`src/core/pmcc_pkg.sv`:
```
/*
 Package of the power-mode and clock controller: register offsets, field
 positions, reset values, source codes, mode states and timing counts.
 Assumes a 250 MHz ref_clk and an 8-bit register port with 4-bit address.
*/
package pmcc_pkg;
	// ---------------------------------------------
	// Register offsets
	// ---------------------------------------------
	localparam logic [3:0] OFF_CMD      = 4'h0;
	localparam logic [3:0] OFF_SYS_SEL  = 4'h1;
	localparam logic [3:0] OFF_PRESC    = 4'h2;
	localparam logic [3:0] OFF_PER_GATE = 4'h3;
	localparam logic [3:0] OFF_CORE_GATE = 4'h4;
	localparam logic [3:0] OFF_CFG      = 4'h5;
	localparam logic [3:0] OFF_PVD_LVL  = 4'h6;
	localparam logic [3:0] OFF_ROUTE    = 4'h7;
	localparam logic [3:0] OFF_STATUS   = 4'h8;
	// ---------------------------------------------
	// Field positions
	// ---------------------------------------------
	localparam int CMD_LP_ENTER  = 0;
	localparam int CMD_LP_EXIT   = 1;
	localparam int CMD_HALT      = 2;
	localparam int CMD_ACT_HALT  = 3;
	localparam int CORE_OFF_BIT  = 0;
	localparam int MEM_OFF_BIT   = 1;
	localparam int CFG_CSS_EN    = 0;
	localparam int CFG_FAST_WAKE = 1;
	localparam int CFG_REF_AUTO  = 2;
	localparam int CFG_PVD_EN    = 3;
	localparam int CFG_PVD_FALL  = 4;
	localparam int CFG_PVD_RISE  = 5;
	localparam int ROUTE_CCO_EN  = 4;
	localparam int ST_CSS_FAIL   = 0;
	localparam int ST_PVD_FLAG   = 1;
	// ---------------------------------------------
	// Sources and reset values
	// ---------------------------------------------
	localparam logic [1:0] SRC_HS_RC   = 2'h0;
	localparam logic [1:0] SRC_HS_XTAL = 2'h1;
	localparam logic [1:0] SRC_LS_XTAL = 2'h2;
	localparam logic [1:0] SRC_LS_RC   = 2'h3;
	localparam logic [2:0] PRESC_RESET = 3'h3;
	localparam logic [7:0] PER_GATE_RESET = 8'hFF;
	localparam logic [2:0] PVD_LVL_MAX = 3'h6;
	// ---------------------------------------------
	// Timing
	// ---------------------------------------------
	localparam int CLK_MHZ      = 250;
	localparam int FAST_WAKE_NS = 5000;
	localparam logic [11:0] FAST_WAKE_CYC = 12'(FAST_WAKE_NS * CLK_MHZ / 1000);
	// ---------------------------------------------
	// Power modes
	// ---------------------------------------------
	typedef enum logic [2:0] {
		MD_RUN, MD_WAIT, MD_LP_RUN, MD_LP_WAIT, MD_ACT_HALT, MD_HALT, MD_WAKE
	} pmcc_mode_t;
endpackage

```
`src/core/pmcc_sw_if.sv`:
```
/*
 Interface between the mode controller and the clock switch unit.
 Assumes both ends run on ref_clk with the same synchronous reset.
*/
`timescale 1ns/1ps
interface pmcc_sw_if (
	input wire logic clk,
	input wire logic rst
);
	logic [1:0] req_src;
	logic       allow;
	logic       css_en;
	logic       hse_fail;
	logic [3:0] osc_rdy;
	logic [1:0] cur_src;
	logic       busy;
	logic       css_evt;
	modport ctrl (input clk, rst, cur_src, busy, css_evt,
		output req_src, allow, css_en, hse_fail, osc_rdy);
	modport sw (input clk, rst, req_src, allow, css_en, hse_fail, osc_rdy,
		output cur_src, busy, css_evt);
endinterface

```
`src/core/pmcc_top.sv`:
```
/*
 Power-mode and clock controller top: mode sequencing, regulator and
 reference control, clock gating, prescaler, routing, voltage detector
 and register port. Assumes pins arrive asynchronous to ref_clk and the
 processor-side strobes are synchronous to it.
*/
// Design decisions made here: strobed register access and the register offsets.
`timescale 1ns/1ps
module pmcc_top (
	// Clock and reset
	input  wire logic       ref_clk,
	input  wire logic       rst,
	// Register port
	input  wire logic [3:0] reg_addr,
	input  wire logic [7:0] reg_wdata,
	input  wire logic       reg_wr,
	input  wire logic       reg_rd,
	output logic      [7:0] reg_rdata,
	// Processor side, same clock
	input  wire logic       wait_for_interrupt_instr,
	input  wire logic       wait_for_event_instr,
	input  wire logic       irq_pending,
	input  wire logic       periph_event,
	// Option bytes
	input  wire logic [2:0] opt_bor_level,
	input  wire logic       opt_bor_disable,
	// Asynchronous pins
	input  wire logic [3:0] osc_ready,
	input  wire logic       hse_fail_pin,
	input  wire logic       supply_ok,
	input  wire logic       vref_ready,
	input  wire logic       ext_irq,
	input  wire logic       rtc_irq,
	input  wire logic       periph_halt_wake,
	input  wire logic       lp_wake_event,
	input  wire logic       pvd_above,
	// Mode and power outputs
	output logic            core_reset,
	output pmcc_pkg::pmcc_mode_t mode,
	output logic            low_power_regulator_mode,
	output logic            vref_on,
	output logic            brownout_reset_en,
	output logic      [2:0] bor_level,
	// Clock outputs
	output logic            cpu_clk_en,
	output logic      [7:0] periph_clk_en,
	output logic            mem_clk_en,
	output logic            rtc_clk_en,
	output logic      [3:0] osc_en,
	output logic      [1:0] system_clock_src,
	output logic            sys_tick,
	output logic      [1:0] rtc_src,
	output logic            clock_output_pin,
	output logic      [1:0] cco_src,
	// Detector and failure outputs
	output logic      [2:0] pvd_level,
	output logic            pvd_enable,
	output logic            pvd_irq,
	output logic            clock_failure_flag
);
	import pmcc_pkg::*;

	function automatic logic [3:0] one_hot(input logic [1:0] s);
		one_hot = 4'h1 << s;
	endfunction

	// ---------------------------------------------
	// Pin synchronisers
	// ---------------------------------------------
	localparam int NPIN = 12;
	logic [NPIN-1:0] pin_raw;
	logic [NPIN-1:0] s1_reg;
	logic [NPIN-1:0] s2_reg;
	logic [NPIN-1:0] s3_reg;
	logic [NPIN-1:0] pin_f;
	assign pin_raw = {pvd_above, lp_wake_event, periph_halt_wake, rtc_irq,
		ext_irq, vref_ready, supply_ok, hse_fail_pin, osc_ready};

	genvar gi;
	generate
		for (gi = 0; gi < NPIN; gi++) begin : g_sync
			always_ff @(posedge ref_clk) begin
				if (rst) begin
					s1_reg[gi] <= 1'b0;
					s2_reg[gi] <= 1'b0;
					s3_reg[gi] <= 1'b0;
					pin_f[gi]  <= 1'b0;
				end else begin
					s1_reg[gi] <= pin_raw[gi];
					s2_reg[gi] <= s1_reg[gi];
					s3_reg[gi] <= s2_reg[gi];
					if (s2_reg[gi] == s3_reg[gi])
						pin_f[gi] <= s3_reg[gi];
				end
			end
		end
	endgenerate

	logic [3:0] osc_rdy_f;
	logic hse_fail_f, supply_f, vref_f, ext_f, rtc_f, hwake_f, lpev_f, above_f;
	assign osc_rdy_f  = pin_f[3:0];
	assign hse_fail_f = pin_f[4];
	assign supply_f   = pin_f[5];
	assign vref_f     = pin_f[6];
	assign ext_f      = pin_f[7];
	assign rtc_f      = pin_f[8];
	assign hwake_f    = pin_f[9];
	assign lpev_f     = pin_f[10];
	assign above_f    = pin_f[11];

	// ---------------------------------------------
	// Registers
	// ---------------------------------------------
	logic [1:0] sel_reg;
	logic [2:0] presc_reg;
	logic [7:0] per_gate_reg;
	logic [1:0] core_gate_reg;
	logic [5:0] cfg_reg;
	logic [2:0] pvd_lvl_reg;
	logic [4:0] route_reg;
	logic       css_flag_reg;
	logic       pvd_flag_reg;
	logic       wr_cmd;
	logic [7:0] cmd;
	logic       css_evt;
	logic       pvd_evt;
	logic       opt_loaded_reg;

	assign wr_cmd = reg_wr && reg_addr == OFF_CMD;
	assign cmd    = wr_cmd ? reg_wdata : 8'h00;

	always_ff @(posedge ref_clk) begin
		if (rst) begin
			sel_reg       <= SRC_HS_RC;
			presc_reg     <= PRESC_RESET;
			per_gate_reg  <= PER_GATE_RESET;
			core_gate_reg <= 2'h0;
			cfg_reg       <= 6'h00;
			pvd_lvl_reg   <= 3'h0;
			route_reg     <= 5'h00;
		end else if (reg_wr) begin
			unique case (reg_addr)
				OFF_SYS_SEL:   sel_reg       <= reg_wdata[1:0];
				OFF_PRESC:     presc_reg     <= reg_wdata[2:0];
				OFF_PER_GATE:  per_gate_reg  <= reg_wdata;
				OFF_CORE_GATE: core_gate_reg <= reg_wdata[1:0];
				OFF_CFG:       cfg_reg       <= reg_wdata[5:0];
				OFF_PVD_LVL:   pvd_lvl_reg   <= (reg_wdata[2:0] > PVD_LVL_MAX) ?
					PVD_LVL_MAX : reg_wdata[2:0];
				OFF_ROUTE:     route_reg     <= reg_wdata[4:0];
				default: ;
			endcase
		end
	end

	// Sticky flags, set beats write-one clear
	always_ff @(posedge ref_clk) begin
		if (rst) begin
			css_flag_reg <= 1'b0;
			pvd_flag_reg <= 1'b0;
		end else begin
			if (css_evt)
				css_flag_reg <= 1'b1;
			else if (reg_wr && reg_addr == OFF_STATUS && reg_wdata[ST_CSS_FAIL])
				css_flag_reg <= 1'b0;
			if (pvd_evt)
				pvd_flag_reg <= 1'b1;
			else if (reg_wr && reg_addr == OFF_STATUS && reg_wdata[ST_PVD_FLAG])
				pvd_flag_reg <= 1'b0;
		end
	end

	// ---------------------------------------------
	// Clock switch unit
	// ---------------------------------------------
	pmcc_sw_if swif (.clk(ref_clk), .rst(rst));
	pmcc_mode_t mode_reg;
	assign swif.req_src  = sel_reg;
	assign swif.allow    = mode_reg == MD_RUN;
	assign swif.css_en   = cfg_reg[CFG_CSS_EN];
	assign swif.hse_fail = hse_fail_f;
	assign swif.osc_rdy  = osc_rdy_f;
	assign css_evt       = swif.css_evt;
	pmcc_clk_switch u_switch (.sw(swif));

	// ---------------------------------------------
	// Supply reset and option load
	// ---------------------------------------------
	logic core_reset_reg;
	logic [2:0] bor_level_reg;
	logic bor_en_reg;
	always_ff @(posedge ref_clk) begin
		if (rst || !supply_f) begin
			core_reset_reg <= 1'b1;
			opt_loaded_reg <= 1'b0;
			bor_level_reg  <= 3'h0;
			bor_en_reg     <= 1'b1;
		end else if (!opt_loaded_reg) begin
			opt_loaded_reg <= 1'b1;
			bor_level_reg  <= opt_bor_level;
			bor_en_reg     <= !opt_bor_disable;
		end else begin
			core_reset_reg <= 1'b0;
		end
	end

	// ---------------------------------------------
	// Mode sequencer
	// ---------------------------------------------
	logic [11:0] wake_cnt_reg;
	logic        low_speed;
	assign low_speed = swif.cur_src == SRC_LS_XTAL || swif.cur_src == SRC_LS_RC;

	always_ff @(posedge ref_clk) begin
		if (rst || core_reset_reg) begin
			mode_reg     <= MD_RUN;
			wake_cnt_reg <= 12'h000;
		end else begin
			unique case (mode_reg)
				MD_RUN: begin
					if (cmd[CMD_HALT])
						mode_reg <= MD_HALT;
					else if (cmd[CMD_ACT_HALT])
						mode_reg <= MD_ACT_HALT;
					else if (cmd[CMD_LP_ENTER] && low_speed && !swif.busy)
						mode_reg <= MD_LP_RUN;
					else if (wait_for_interrupt_instr || wait_for_event_instr)
						mode_reg <= MD_WAIT;
				end
				MD_WAIT: begin
					if (irq_pending || periph_event || ext_f)
						mode_reg <= MD_RUN;
				end
				MD_LP_RUN: begin
					// Interrupts ignored here
					if (cmd[CMD_LP_EXIT])
						mode_reg <= MD_RUN;
					else if (wait_for_event_instr)
						mode_reg <= MD_LP_WAIT;
				end
				MD_LP_WAIT: begin
					if (lpev_f || periph_event)
						mode_reg <= MD_LP_RUN;
				end
				MD_ACT_HALT: begin
					if (rtc_f || ext_f) begin
						mode_reg     <= MD_WAKE;
						wake_cnt_reg <= 12'h000;
					end
				end
				MD_HALT: begin
					if (ext_f || hwake_f) begin
						mode_reg     <= MD_WAKE;
						wake_cnt_reg <= 12'h000;
					end
				end
				MD_WAKE: begin
					wake_cnt_reg <= wake_cnt_reg + 12'h001;
					if (cfg_reg[CFG_FAST_WAKE]) begin
						if (wake_cnt_reg >= FAST_WAKE_CYC - 12'h001)
							mode_reg <= MD_RUN;
					end else if (vref_f) begin
						mode_reg <= MD_RUN;
					end
				end
				default: mode_reg <= MD_RUN;
			endcase
		end
	end

	// ---------------------------------------------
	// Regulator, reference and clock gates
	// ---------------------------------------------
	logic       lp_reg_reg, vref_reg, bor_on_reg;
	logic       cpu_en_reg, mem_en_reg, rtc_en_reg;
	logic [7:0] per_en_reg;
	logic [3:0] osc_en_reg;
	logic       in_halt;
	assign in_halt = mode_reg == MD_HALT || mode_reg == MD_ACT_HALT;

	always_ff @(posedge ref_clk) begin
		if (rst) begin
			lp_reg_reg <= 1'b0;
			vref_reg   <= 1'b1;
			bor_on_reg <= 1'b1;
		end else begin
			lp_reg_reg <= in_halt || mode_reg == MD_LP_RUN ||
				mode_reg == MD_LP_WAIT;
			vref_reg   <= !(mode_reg == MD_HALT && cfg_reg[CFG_REF_AUTO]);
			bor_on_reg <= bor_en_reg &&
				!(mode_reg == MD_HALT && cfg_reg[CFG_REF_AUTO]);
		end
	end

	always_ff @(posedge ref_clk) begin
		if (rst) begin
			cpu_en_reg <= 1'b1;
			per_en_reg <= PER_GATE_RESET;
			mem_en_reg <= 1'b1;
			rtc_en_reg <= 1'b1;
			osc_en_reg <= one_hot(SRC_HS_RC);
		end else begin
			cpu_en_reg <= (mode_reg == MD_RUN || mode_reg == MD_LP_RUN) &&
				!core_gate_reg[CORE_OFF_BIT];
			per_en_reg <= in_halt || mode_reg == MD_WAKE ? 8'h00 : per_gate_reg;
			mem_en_reg <= (mode_reg == MD_RUN || mode_reg == MD_WAIT) &&
				!core_gate_reg[MEM_OFF_BIT];
			rtc_en_reg <= mode_reg != MD_HALT;
			if (mode_reg == MD_HALT)
				osc_en_reg <= 4'h0;
			else if (mode_reg == MD_ACT_HALT)
				osc_en_reg <= one_hot(route_reg[1:0]);
			else
				osc_en_reg <= one_hot(swif.cur_src) | one_hot(sel_reg) |
					one_hot(route_reg[1:0]) | one_hot(route_reg[3:2]) |
					(cfg_reg[CFG_CSS_EN] ? one_hot(SRC_HS_RC) : 4'h0);
		end
	end

	// ---------------------------------------------
	// Prescaler and clock output
	// ---------------------------------------------
	logic [6:0] div_cnt_reg;
	logic [6:0] div_mask;
	logic       tick_reg, cco_reg;
	assign div_mask = 7'((8'h01 << presc_reg) - 8'h01);

	always_ff @(posedge ref_clk) begin
		if (rst) begin
			div_cnt_reg <= 7'h00;
			tick_reg    <= 1'b0;
			cco_reg     <= 1'b0;
		end else begin
			if ((div_cnt_reg & div_mask) == div_mask) begin
				div_cnt_reg <= 7'h00;
				tick_reg    <= 1'b1;
			end else begin
				div_cnt_reg <= div_cnt_reg + 7'h01;
				tick_reg    <= 1'b0;
			end
			if (!route_reg[ROUTE_CCO_EN])
				cco_reg <= 1'b0;
			else if (tick_reg)
				cco_reg <= !cco_reg;
		end
	end

	// ---------------------------------------------
	// Voltage detector
	// ---------------------------------------------
	logic above_prev_reg, pvd_irq_reg;
	assign pvd_evt = cfg_reg[CFG_PVD_EN] &&
		((above_prev_reg && !above_f && cfg_reg[CFG_PVD_FALL]) ||
		(!above_prev_reg && above_f && cfg_reg[CFG_PVD_RISE]));

	always_ff @(posedge ref_clk) begin
		if (rst) begin
			above_prev_reg <= 1'b0;
			pvd_irq_reg    <= 1'b0;
		end else begin
			above_prev_reg <= above_f;
			pvd_irq_reg    <= pvd_flag_reg && cfg_reg[CFG_PVD_EN];
		end
	end

	// ---------------------------------------------
	// Read port
	// ---------------------------------------------
	logic [7:0] rdata_reg;
	always_ff @(posedge ref_clk) begin
		if (rst) begin
			rdata_reg <= 8'h00;
		end else if (reg_rd) begin
			unique case (reg_addr)
				OFF_CMD:       rdata_reg <= {5'h00, mode_reg};
				OFF_SYS_SEL:   rdata_reg <= {3'h0, swif.busy, swif.cur_src, sel_reg};
				OFF_PRESC:     rdata_reg <= {5'h00, presc_reg};
				OFF_PER_GATE:  rdata_reg <= per_gate_reg;
				OFF_CORE_GATE: rdata_reg <= {6'h00, core_gate_reg};
				OFF_CFG:       rdata_reg <= {2'h0, cfg_reg};
				OFF_PVD_LVL:   rdata_reg <= {5'h00, pvd_lvl_reg};
				OFF_ROUTE:     rdata_reg <= {3'h0, route_reg};
				OFF_STATUS:    rdata_reg <= {4'h0, opt_loaded_reg, above_f,
					pvd_flag_reg, css_flag_reg};
				default:       rdata_reg <= 8'h00;
			endcase
		end else begin
			rdata_reg <= 8'h00;
		end
	end

	// ---------------------------------------------
	// Outputs
	// ---------------------------------------------
	assign reg_rdata                = rdata_reg;
	assign core_reset               = core_reset_reg;
	assign mode                     = mode_reg;
	assign low_power_regulator_mode = lp_reg_reg;
	assign vref_on                  = vref_reg;
	assign brownout_reset_en        = bor_on_reg;
	assign bor_level                = bor_level_reg;
	assign cpu_clk_en               = cpu_en_reg;
	assign periph_clk_en            = per_en_reg;
	assign mem_clk_en               = mem_en_reg;
	assign rtc_clk_en               = rtc_en_reg;
	assign osc_en                   = osc_en_reg;
	assign system_clock_src         = swif.cur_src;
	assign sys_tick                 = tick_reg;
	assign rtc_src                  = route_reg[1:0];
	assign clock_output_pin         = cco_reg;
	assign cco_src                  = route_reg[3:2];
	assign pvd_level                = pvd_lvl_reg;
	assign pvd_enable               = cfg_reg[CFG_PVD_EN];
	assign pvd_irq                  = pvd_irq_reg;
	assign clock_failure_flag       = css_flag_reg;
endmodule

```
`src/core/pmcc_clk_switch.sv`:
```
/*
 Clock switch unit: safe changeover of the system clock source and the
 clock security fallback. Assumes synchronised oscillator status inputs.
*/
`timescale 1ns/1ps
module pmcc_clk_switch (
	pmcc_sw_if.sw sw
);
	import pmcc_pkg::*;
	typedef enum logic {SW_IDLE, SW_WAIT} pmcc_sw_state_t;
	pmcc_sw_state_t state_reg;
	logic [1:0]     cur_reg;
	logic           busy_reg;
	logic           evt_reg;

	assign sw.cur_src = cur_reg;
	assign sw.busy    = busy_reg;
	assign sw.css_evt = evt_reg;

	always_ff @(posedge sw.clk) begin
		if (sw.rst) begin
			cur_reg   <= SRC_HS_RC;
			busy_reg  <= 1'b0;
			evt_reg   <= 1'b0;
			state_reg <= SW_IDLE;
		end else if (sw.css_en && cur_reg == SRC_HS_XTAL && sw.hse_fail) begin
			cur_reg   <= SRC_HS_RC;
			evt_reg   <= 1'b1;
			busy_reg  <= 1'b0;
			state_reg <= SW_IDLE;
		end else begin
			evt_reg <= 1'b0;
			unique case (state_reg)
				SW_IDLE: begin
					if (sw.allow && sw.req_src != cur_reg) begin
						state_reg <= SW_WAIT;
						busy_reg  <= 1'b1;
					end
				end
				SW_WAIT: begin
					if (sw.req_src == cur_reg) begin
						state_reg <= SW_IDLE;
						busy_reg  <= 1'b0;
					end else if (sw.osc_rdy[sw.req_src]) begin
						cur_reg   <= sw.req_src;
						state_reg <= SW_IDLE;
						busy_reg  <= 1'b0;
					end
				end
			endcase
		end
	end
endmodule

```
`config.mk`:
```
export PLATFORM = sky130hd
export DESIGN_NAME = pmcc_top
export DESIGN_NICKNAME = d
export VERILOG_FILES = /design/src/core/pmcc_pkg.sv /design/src/core/pmcc_sw_if.sv /design/src/core/pmcc_top.sv /design/src/core/pmcc_clk_switch.sv
export SDC_FILE = /design/constraint.sdc
export NUM_CORES = 1
export LEC_CHECK = 0
export BUFFER_PORTS_ARGS = -buffer_cell sky130_fd_sc_hd__buf_2
export CAP_MARGIN = 20
export CORE_MARGIN = 5
export CORE_UTILIZATION = 50
export DETAILED_ROUTE_END_ITERATION = 6
export GPL_ROUTABILITY_DRIVEN = 0
export PLACE_DENSITY_LB_ADDON = 0.3
export SETUP_SLACK_MARGIN = 0.3
export SYNTH_ARGS = -nofsm -noshare
export SYNTH_HDL_FRONTEND = slang
export SYNTH_SLANG_ARGS = --single-unit
```
`constraint.sdc`:
```
create_clock -name ref_clk -period 2.9 [get_ports ref_clk]
set_clock_uncertainty 0.2 [all_clocks]
set_input_delay 0.58 -clock ref_clk [delete_from_list [all_inputs] [get_ports ref_clk]]
set_output_delay 0.58 -clock ref_clk [all_outputs]
set_load 0.05 [all_outputs]
```
## Word-level counts from Yosys, hierarchy flattened

Index checks and enable logic that the tools add are counted.

| word-level totals | value |
|---|---|
| register bits after elaboration | 142 |
| input bits | 36 |

| cells by class | value |
|---|---|
| $add $sub $neg | 3 |
| $lt $le $gt $ge | 3 |
| eq/ne operators | 43 |
| shifts and indexed selects | 5 |
| multiplexer cells | 41 |
| bitwise gates (word level) | 9 |
| reduce and logical (&&, ||, !) cells | 65 |

Operator list:

| cell | count |
|---|---|
| one-hot mux 8 bit (9 select lines) | 1 |
| 2-to-1 mux 3 bit | 14 |
| one-hot mux 12 bit (3 select lines) | 1 |
| 2-to-1 mux 12 bit | 2 |
| one-hot mux 3 bit (7 select lines) | 1 |
| logical AND 1 bit | 19 |
| == test 4 x 3 -> 1 bit (second input constant) | 4 |
| logical OR 1 bit | 16 |
| 2-to-1 mux 1 bit | 16 |
| AND reduction 2 bit | 8 |
| left shift 1 x 2 -> 4 bit (first input constant) | 4 |
| inequality test 3 bit (second input constant) | 5 |
| adder 12 x 1 -> 12 bit (second input constant) | 1 |
| == test 1 bit | 12 |
| >= comparator 12 x 11 -> 1 bit (second input constant) | 1 |
| OR 4 bit | 3 |
| OR reduction 2 bit | 5 |
| == test 3 bit (second input constant) | 3 |
| zero test 1 bit | 9 |
| == test 4 x 2 -> 1 bit (second input constant) | 2 |
| 2-to-1 mux 4 bit | 2 |
| 2-to-1 mux 8 bit | 1 |
| inequality test 2 bit (second input constant) | 4 |
| AND reduction 8 bit | 1 |
| 26 further kinds | 34 |

## Depth between registers and ports, before layout

| logic depth | value |
|---|---|
| depth in word-level cells | 9 |
| depth in mapped cells | 9 |
| depth with buffers taken out | 8 |

## Hierarchy

From an unflattened synthesis, not the netlist that was laid out.

| second synthesis, totals | value |
|---|---|
| cell total of the unflattened synthesis | 616 |
| area total of the unflattened synthesis | 5769.3 um^2 |

By module, submodules not included:

| module | instances | cells an instance | area an instance (um^2) |
|---|---|---|---|
| pmcc_top | 1 | 589 | 5502.8 |
| pmcc_clk_switch | 1 | 27 | 266.5 |

## Least setup slack after synthesis

OpenSTA, ideal clock, no wires.

| timing | value |
|---|---|
| kind | flip-flop to flip-flop |
| start | register u_switch.cur_reg[1] (netlist: u_switch.sw.cur_src[1]) |
| end | register mode_reg[2] (netlist: mode[2]) |
| arrival | 1.951 ns |
| required time | 2.621 ns |
| setup slack | 0.671 ns |
| stages on the path, launching flop included | 7 |
| buffers on the path | 1 |
| clock period less this slack | 2.229 ns |
| cells stage by stage | dfxtp_1 clkbuf_1 and3b_1 o311a_1 o211ai_2 or4_4 o221ai_2 |

| between the ends | value |
|---|---|
| word-level cells in the longest chain between the ends | 8 |
| elaborated cells between the ends (all ways) | 11 |

Ends and longest elaborated chain:

| element | line | text |
|---|---|---|
| from (decl) | pmcc_clk_switch.sv:12 | `logic [1:0] cur_reg;` |
| from (signal assigned) | pmcc_clk_switch.sv:45 | `cur_reg <= sw.req_src;` |
| == test 2 bit | pmcc_top.sv:212 | `assign low_speed = swif.cur_src == SRC_LS_XTAL \|\| swif.cur_src == SRC_LS_RC;` |
| logical OR 1 bit (*) | pmcc_top.sv:212 |  |
| logical AND 1 bit (*) (2 in series) | pmcc_top.sv:225 | `else if (cmd[CMD_LP_ENTER] && low_speed && !swif.busy)` |
| 2-to-1 mux 3 bit | pmcc_top.sv:225 |  |
| 2-to-1 mux 3 bit | pmcc_top.sv:223 | `else if (cmd[CMD_ACT_HALT])` |
| 2-to-1 mux 3 bit | pmcc_top.sv:221 | `if (cmd[CMD_HALT])` |
| one-hot mux 3 bit (7 select lines) | pmcc_top.sv:219 | `unique case (mode_reg)` |
| to (signal assigned) | pmcc_top.sv:222 | `mode_reg <= MD_HALT;` |
| to (signal assigned) | pmcc_top.sv:224 | `mode_reg <= MD_ACT_HALT;` |
| to (signal assigned) | pmcc_top.sv:226 | `mode_reg <= MD_LP_RUN;` |
| to (decl) | pmcc_top.sv:177 | `pmcc_mode_t mode_reg;` |

Every way passes the cells marked *; elsewhere a longest branch is shown, timed or not.
A chain may end at the register's enable or synchronous reset.

## Final worst setup path

| timing | value |
|---|---|
| start | register presc_reg[1] |
| end | register tick_reg (netlist: sys_tick) |

| between the ends | value |
|---|---|
| word-level cells in the longest chain between the ends | 5 |

Ends and longest elaborated chain:

| element | line | text |
|---|---|---|
| from (decl) | pmcc_top.sv:115 | `logic [2:0] presc_reg;` |
| from (signal assigned) | pmcc_top.sv:144 | `OFF_PRESC: presc_reg <= reg_wdata[2:0];` |
| left shift 1 x 3 -> 7 bit (*) | pmcc_top.sv:326 | `assign div_mask = 7'((8'h01 << presc_reg) - 8'h01);` |
| subtractor 7 x 1 -> 7 bit (*) | pmcc_top.sv:326 |  |
| AND 7 bit | pmcc_top.sv:334 | `if ((div_cnt_reg & div_mask) == div_mask) begin` |
| == test 7 bit (*) | pmcc_top.sv:334 |  |
| 2-to-1 mux 1 bit (*) | pmcc_top.sv:334 |  |
| to (signal assigned) | pmcc_top.sv:331 | `tick_reg <= 1'b0;` |
| to (signal assigned) | pmcc_top.sv:336 | `tick_reg <= 1'b1;` |
| to (signal assigned) | pmcc_top.sv:339 | `tick_reg <= 1'b0;` |
| to (decl) | pmcc_top.sv:325 | `logic tick_reg, cco_reg;` |

Marked as above.

==> out/qor.tcl <==
set qor(cts_num_sinks) 142
set qor(drt_pre_antenna_iters) 5
set qor(die_y_um) 117
set qor(area_growth_syn_to_layout_pct) 17.9
set qor(grt_usage_pct) 19.1
set qor(global_route_wire_length_before_repair_um) 21500
set qor(layout.core_utilization_pct) 59.9
set qor(maxCapViolations) 0
set qor(placed_cell_count) 804
set qor(detail_route.wl_per_cell_um) 15.5
set qor(clock_power_share_pct) 48.9
set qor(outcome) {finished clean}
set qor(drt-vias-per-instance) 5.49
set qor(timing.hold.worst.class) {input port to register}
set qor(route.vias.total) 4588
set qor(final_cell_mix) {142 x sky130_fd_sc_hd__dfxtp_1, 81 x sky130_fd_sc_hd__buf_2, 62 x sky130_fd_sc_hd__nor2_1, 59 x sky130_fd_sc_hd__nor2b_1, 44 x sky130_fd_sc_hd__nand2_1}
set qor(proportion_of_layout_cells_with_a_drive_suffix_above_1_pct) 20.2
set qor(fin_cells) 835
set qor(num_io_pins) 83
set qor(final_net_count) 721
set qor(p_sw_share_pct) 22.4
set qor(grt_max_degree) 88
set qor(timing.fmax_mhz) 429
set qor(detail_route.drc_violations) 0
set qor(setup.worst_path.end_class) {register}
set qor(grtUsageMet2_pct) 29.7
set qor(worstPathArrival_ns) 2.43
set qor(synth_nets) 656
set qor(finalWorstPathRequiredPeriod_ns) 2.33
set qor(worstPathMaxFanout) 9
set qor(wl_um) 13000
set qor(port_buffers) 82
set qor(hold_viol) 0
set qor(cts_buffers) 17
set qor(antenna_cells_inserted) 0
set qor(ir_drop_v) 0.000362
set qor(ys_ff_latch) 142
set qor(start_util_pct) 50.8
set qor(ys_warn_count) 0
set qor(seq_area_frac_synth_pct) 49.2
set qor(setup_viol_count_final) 0
set qor(detail-route-antenna-nets) 0
set qor(cell_depth_of_the_worst_flop_to_flop_path) 7
set qor(placementRows) 39
set qor(power_frac_comb_pct) 4.6
set qor(netlist_instances) 615
set qor(final.fill_count) 984
set qor(postSynth.topFlopCell) {sky130_fd_sc_hd__dfxtp_1}
set qor(timing.setup.critical_path_class) {register to register}
set qor(hold-path-cell-count) 2
set qor(p_sw_uw) 967
set qor(sum_neg_setup_slack_ns) 0
set qor(critical_path.startpoint) {presc_reg[1]$_SDFFE_PP1P_}
set qor(max-slew-margin-rel_pct) 51.4
set qor(detail_route.iter0.violations) 390
set qor(async_reset_ff_share_pct) 0
set qor(busiest_layer) {met2}
set qor(yosysUniqueCellTypes) 68
set qor(gr-usage-met3_pct) 6.54
set qor(worst_pin_slew_ns) 0.726
set qor(cts_tree) {built}
set qor(grt.overflow.total) 0
set qor(insertion_delay_ns) 0.42
set qor(fp.dieW_um) 117
set qor(number_of_pins_with_negative_max_slew_slack_in_the_final_report) 0
set qor(number_of_enable_flip_flop_cells_after_synthesis) 0
set qor(htree_levels) 4
set qor(grt_pass1_vias) 4512
set qor(cts.repair.resized) 0
set qor(p_int_mw) 3.35
set qor(die-area_um2) 13800
set qor(grt_antenna_before_repair) 0
set qor(ctsHoldBuffers) 0
set qor(layout_worst_path_cycle_share_pct) 80.4
set qor(critical_path_required_ns) 3.00
set qor(global_route_track_usage_on_met1_pct) 23.4
set qor(power.share.sequential_pct) 46.5
set qor(grt_setup_unrepaired) {false}
set qor(cts_buffer_depth) 2
set qor(pwr_density_cell_nw_per_um2) 635
set qor(cts_setup_buffers) 0
set qor(postSynthAreaPerCell_um2) 9.39
set qor(power.leakage_nw) 2.64
set qor(critical_path.startpoint_type) {register}
set qor(design.core.area_um2) 11400
set qor(post_synth_instance_area_um2) 5770
set qor(worst_r2r_startpoint) {presc_reg[1]$_SDFFE_PP1P_}
set qor(worst_min_delay_path_startpoint) {osc_ready[1]}
set qor(clkTransAtPathRegs_ns) 0.06
set qor(clock-root-buffer) {sky130_fd_sc_hd__clkbuf_16}
set qor(layout.cells.most_common) {sky130_fd_sc_hd__dfxtp_1}
set qor(place_hpwl_um) 9010
cell type report:
class | count | area (um^2) | share of cell area, %
Clock buffer | 18 | 439 | 6.45
Clock inverter | 13 | 140 | 2.06
Inverter | 14 | 52.6 | 0.772
Multi-Input combinational cell | 419 | 2700 | 39.6
Sequential cell | 142 | 2840 | 41.8
Tap cell | 143 | 179 | 2.63
Timing Repair Buffer | 86 | 455 | 6.69
synthesized netlist by cell type, types with 3 or more instances:
cell type	n	area, um^2
sky130_fd_sc_hd__a211o_1	11	96.3
sky130_fd_sc_hd__a211oi_1	3	22.5
sky130_fd_sc_hd__a21o_1	9	67.6
sky130_fd_sc_hd__a21oi_1	26	130
sky130_fd_sc_hd__a221oi_1	3	26.3
sky130_fd_sc_hd__a22o_1	3	26.3
sky130_fd_sc_hd__a22oi_1	3	22.5
sky130_fd_sc_hd__a31oi_1	3	18.8
sky130_fd_sc_hd__and3_1	7	43.8
sky130_fd_sc_hd__buf_2	7	35.0
sky130_fd_sc_hd__buf_4	4	30.0
sky130_fd_sc_hd__clkbuf_1	26	97.6
sky130_fd_sc_hd__dfxtp_1	142	2840
sky130_fd_sc_hd__ha_1	5	62.6
sky130_fd_sc_hd__inv_1	14	52.6
sky130_fd_sc_hd__mux2_2	4	45.0
sky130_fd_sc_hd__mux2i_1	30	300
sky130_fd_sc_hd__nand2_1	44	165
sky130_fd_sc_hd__nand2b_1	8	50.1
sky130_fd_sc_hd__nand3_1	14	70.1
sky130_fd_sc_hd__nand3b_1	7	52.6
sky130_fd_sc_hd__nor2_1	62	233
sky130_fd_sc_hd__nor2b_1	59	369
sky130_fd_sc_hd__nor3_1	15	75.1
sky130_fd_sc_hd__nor3_2	3	30.0
sky130_fd_sc_hd__o21ai_0	24	120
sky130_fd_sc_hd__o22ai_1	3	18.8
sky130_fd_sc_hd__or2_2	4	25.0
sky130_fd_sc_hd__or3_1	6	37.5
sky130_fd_sc_hd__xnor2_1	4	35.0
sky130_fd_sc_hd__xor2_1	12	105
worst max-delay path: stages (launching register included):
cell,delay (ns)
sky130_fd_sc_hd__dfxtp_1,0.50
sky130_fd_sc_hd__or3_1,0.21
sky130_fd_sc_hd__ha_1,0.21
sky130_fd_sc_hd__inv_1,0.09
sky130_fd_sc_hd__mux2_2,0.27
sky130_fd_sc_hd__a222oi_1,0.39
sky130_fd_sc_hd__a21oi_2,0.18
sky130_fd_sc_hd__nor2b_1,0.16
power groups by stage:
| stage | registers (mW) | clock network [mW] | logic [mW] |
|---|---|---|---|
| final | 2.01 | 2.11 | 0.200 |
| after global routing | 2.01 | 2.25 | 0.220 |
| after CTS | 2.01 | 2.16 | 0.200 |
| after detailed placement | 2.05 | 0 | 0.198 |
| after global placement | 2.05 | 0 | 0.193 |
| after floorplan | 2.06 | 0 | 0.131 |
worst paths after layout:
path                                        endpoint  slack [ns]
worst max-delay path             sys_tick$_SDFF_PP0_        0.57
worst min-delay path            s1_reg[1]$_SDFF_PP0_        0.16
worst max register to register   sys_tick$_SDFF_PP0_        0.57
worst min register to register  s2_reg[7]$_SDFF_PP0_        0.23
per-stage QoR:
step / power, mW / hold WS [ns] / worst slack, ns / area [um^2]
2_1_floorplan: 2.19 / 0.184 / 0.671 / 5770
3_3_place_gp: 2.24 / 0.218 / 0.504 / 6230
3_5_place_dp: 2.25 / 0.222 / 0.455 / 6230
4_1_cts: 4.36 / 0.151 / 0.563 / 6810
5_1_grt: 4.48 / 0.150 / 0.420 / 6810
6_report: 4.32 / 0.162 / 0.570 / 6810
layer usage:
metal | vias to the layer above | routed length (um)
met2 | 163 | 5950
li1 | 2255 | -
met1 | 2137 | 5620
met5 | - | 0
met4 | 0 | 422
met3 | 33 | 971
cells by family (layout without fill, tap and decap cells):
kind of cell	after synthesis	in the layout	synth area share (%)
adders and majority gates	5	5	1.08
buffers and inverters	54	131	4.05
AOI/OAI and AO/OA	117	117	14.2
and+or+nand+nor	245	245	22.3
xor gates and xnor gates	16	16	2.43
muxes	36	36	6.76
DFF	142	142	49.2
Note: power is estimated with default switching activity, not from simulation.
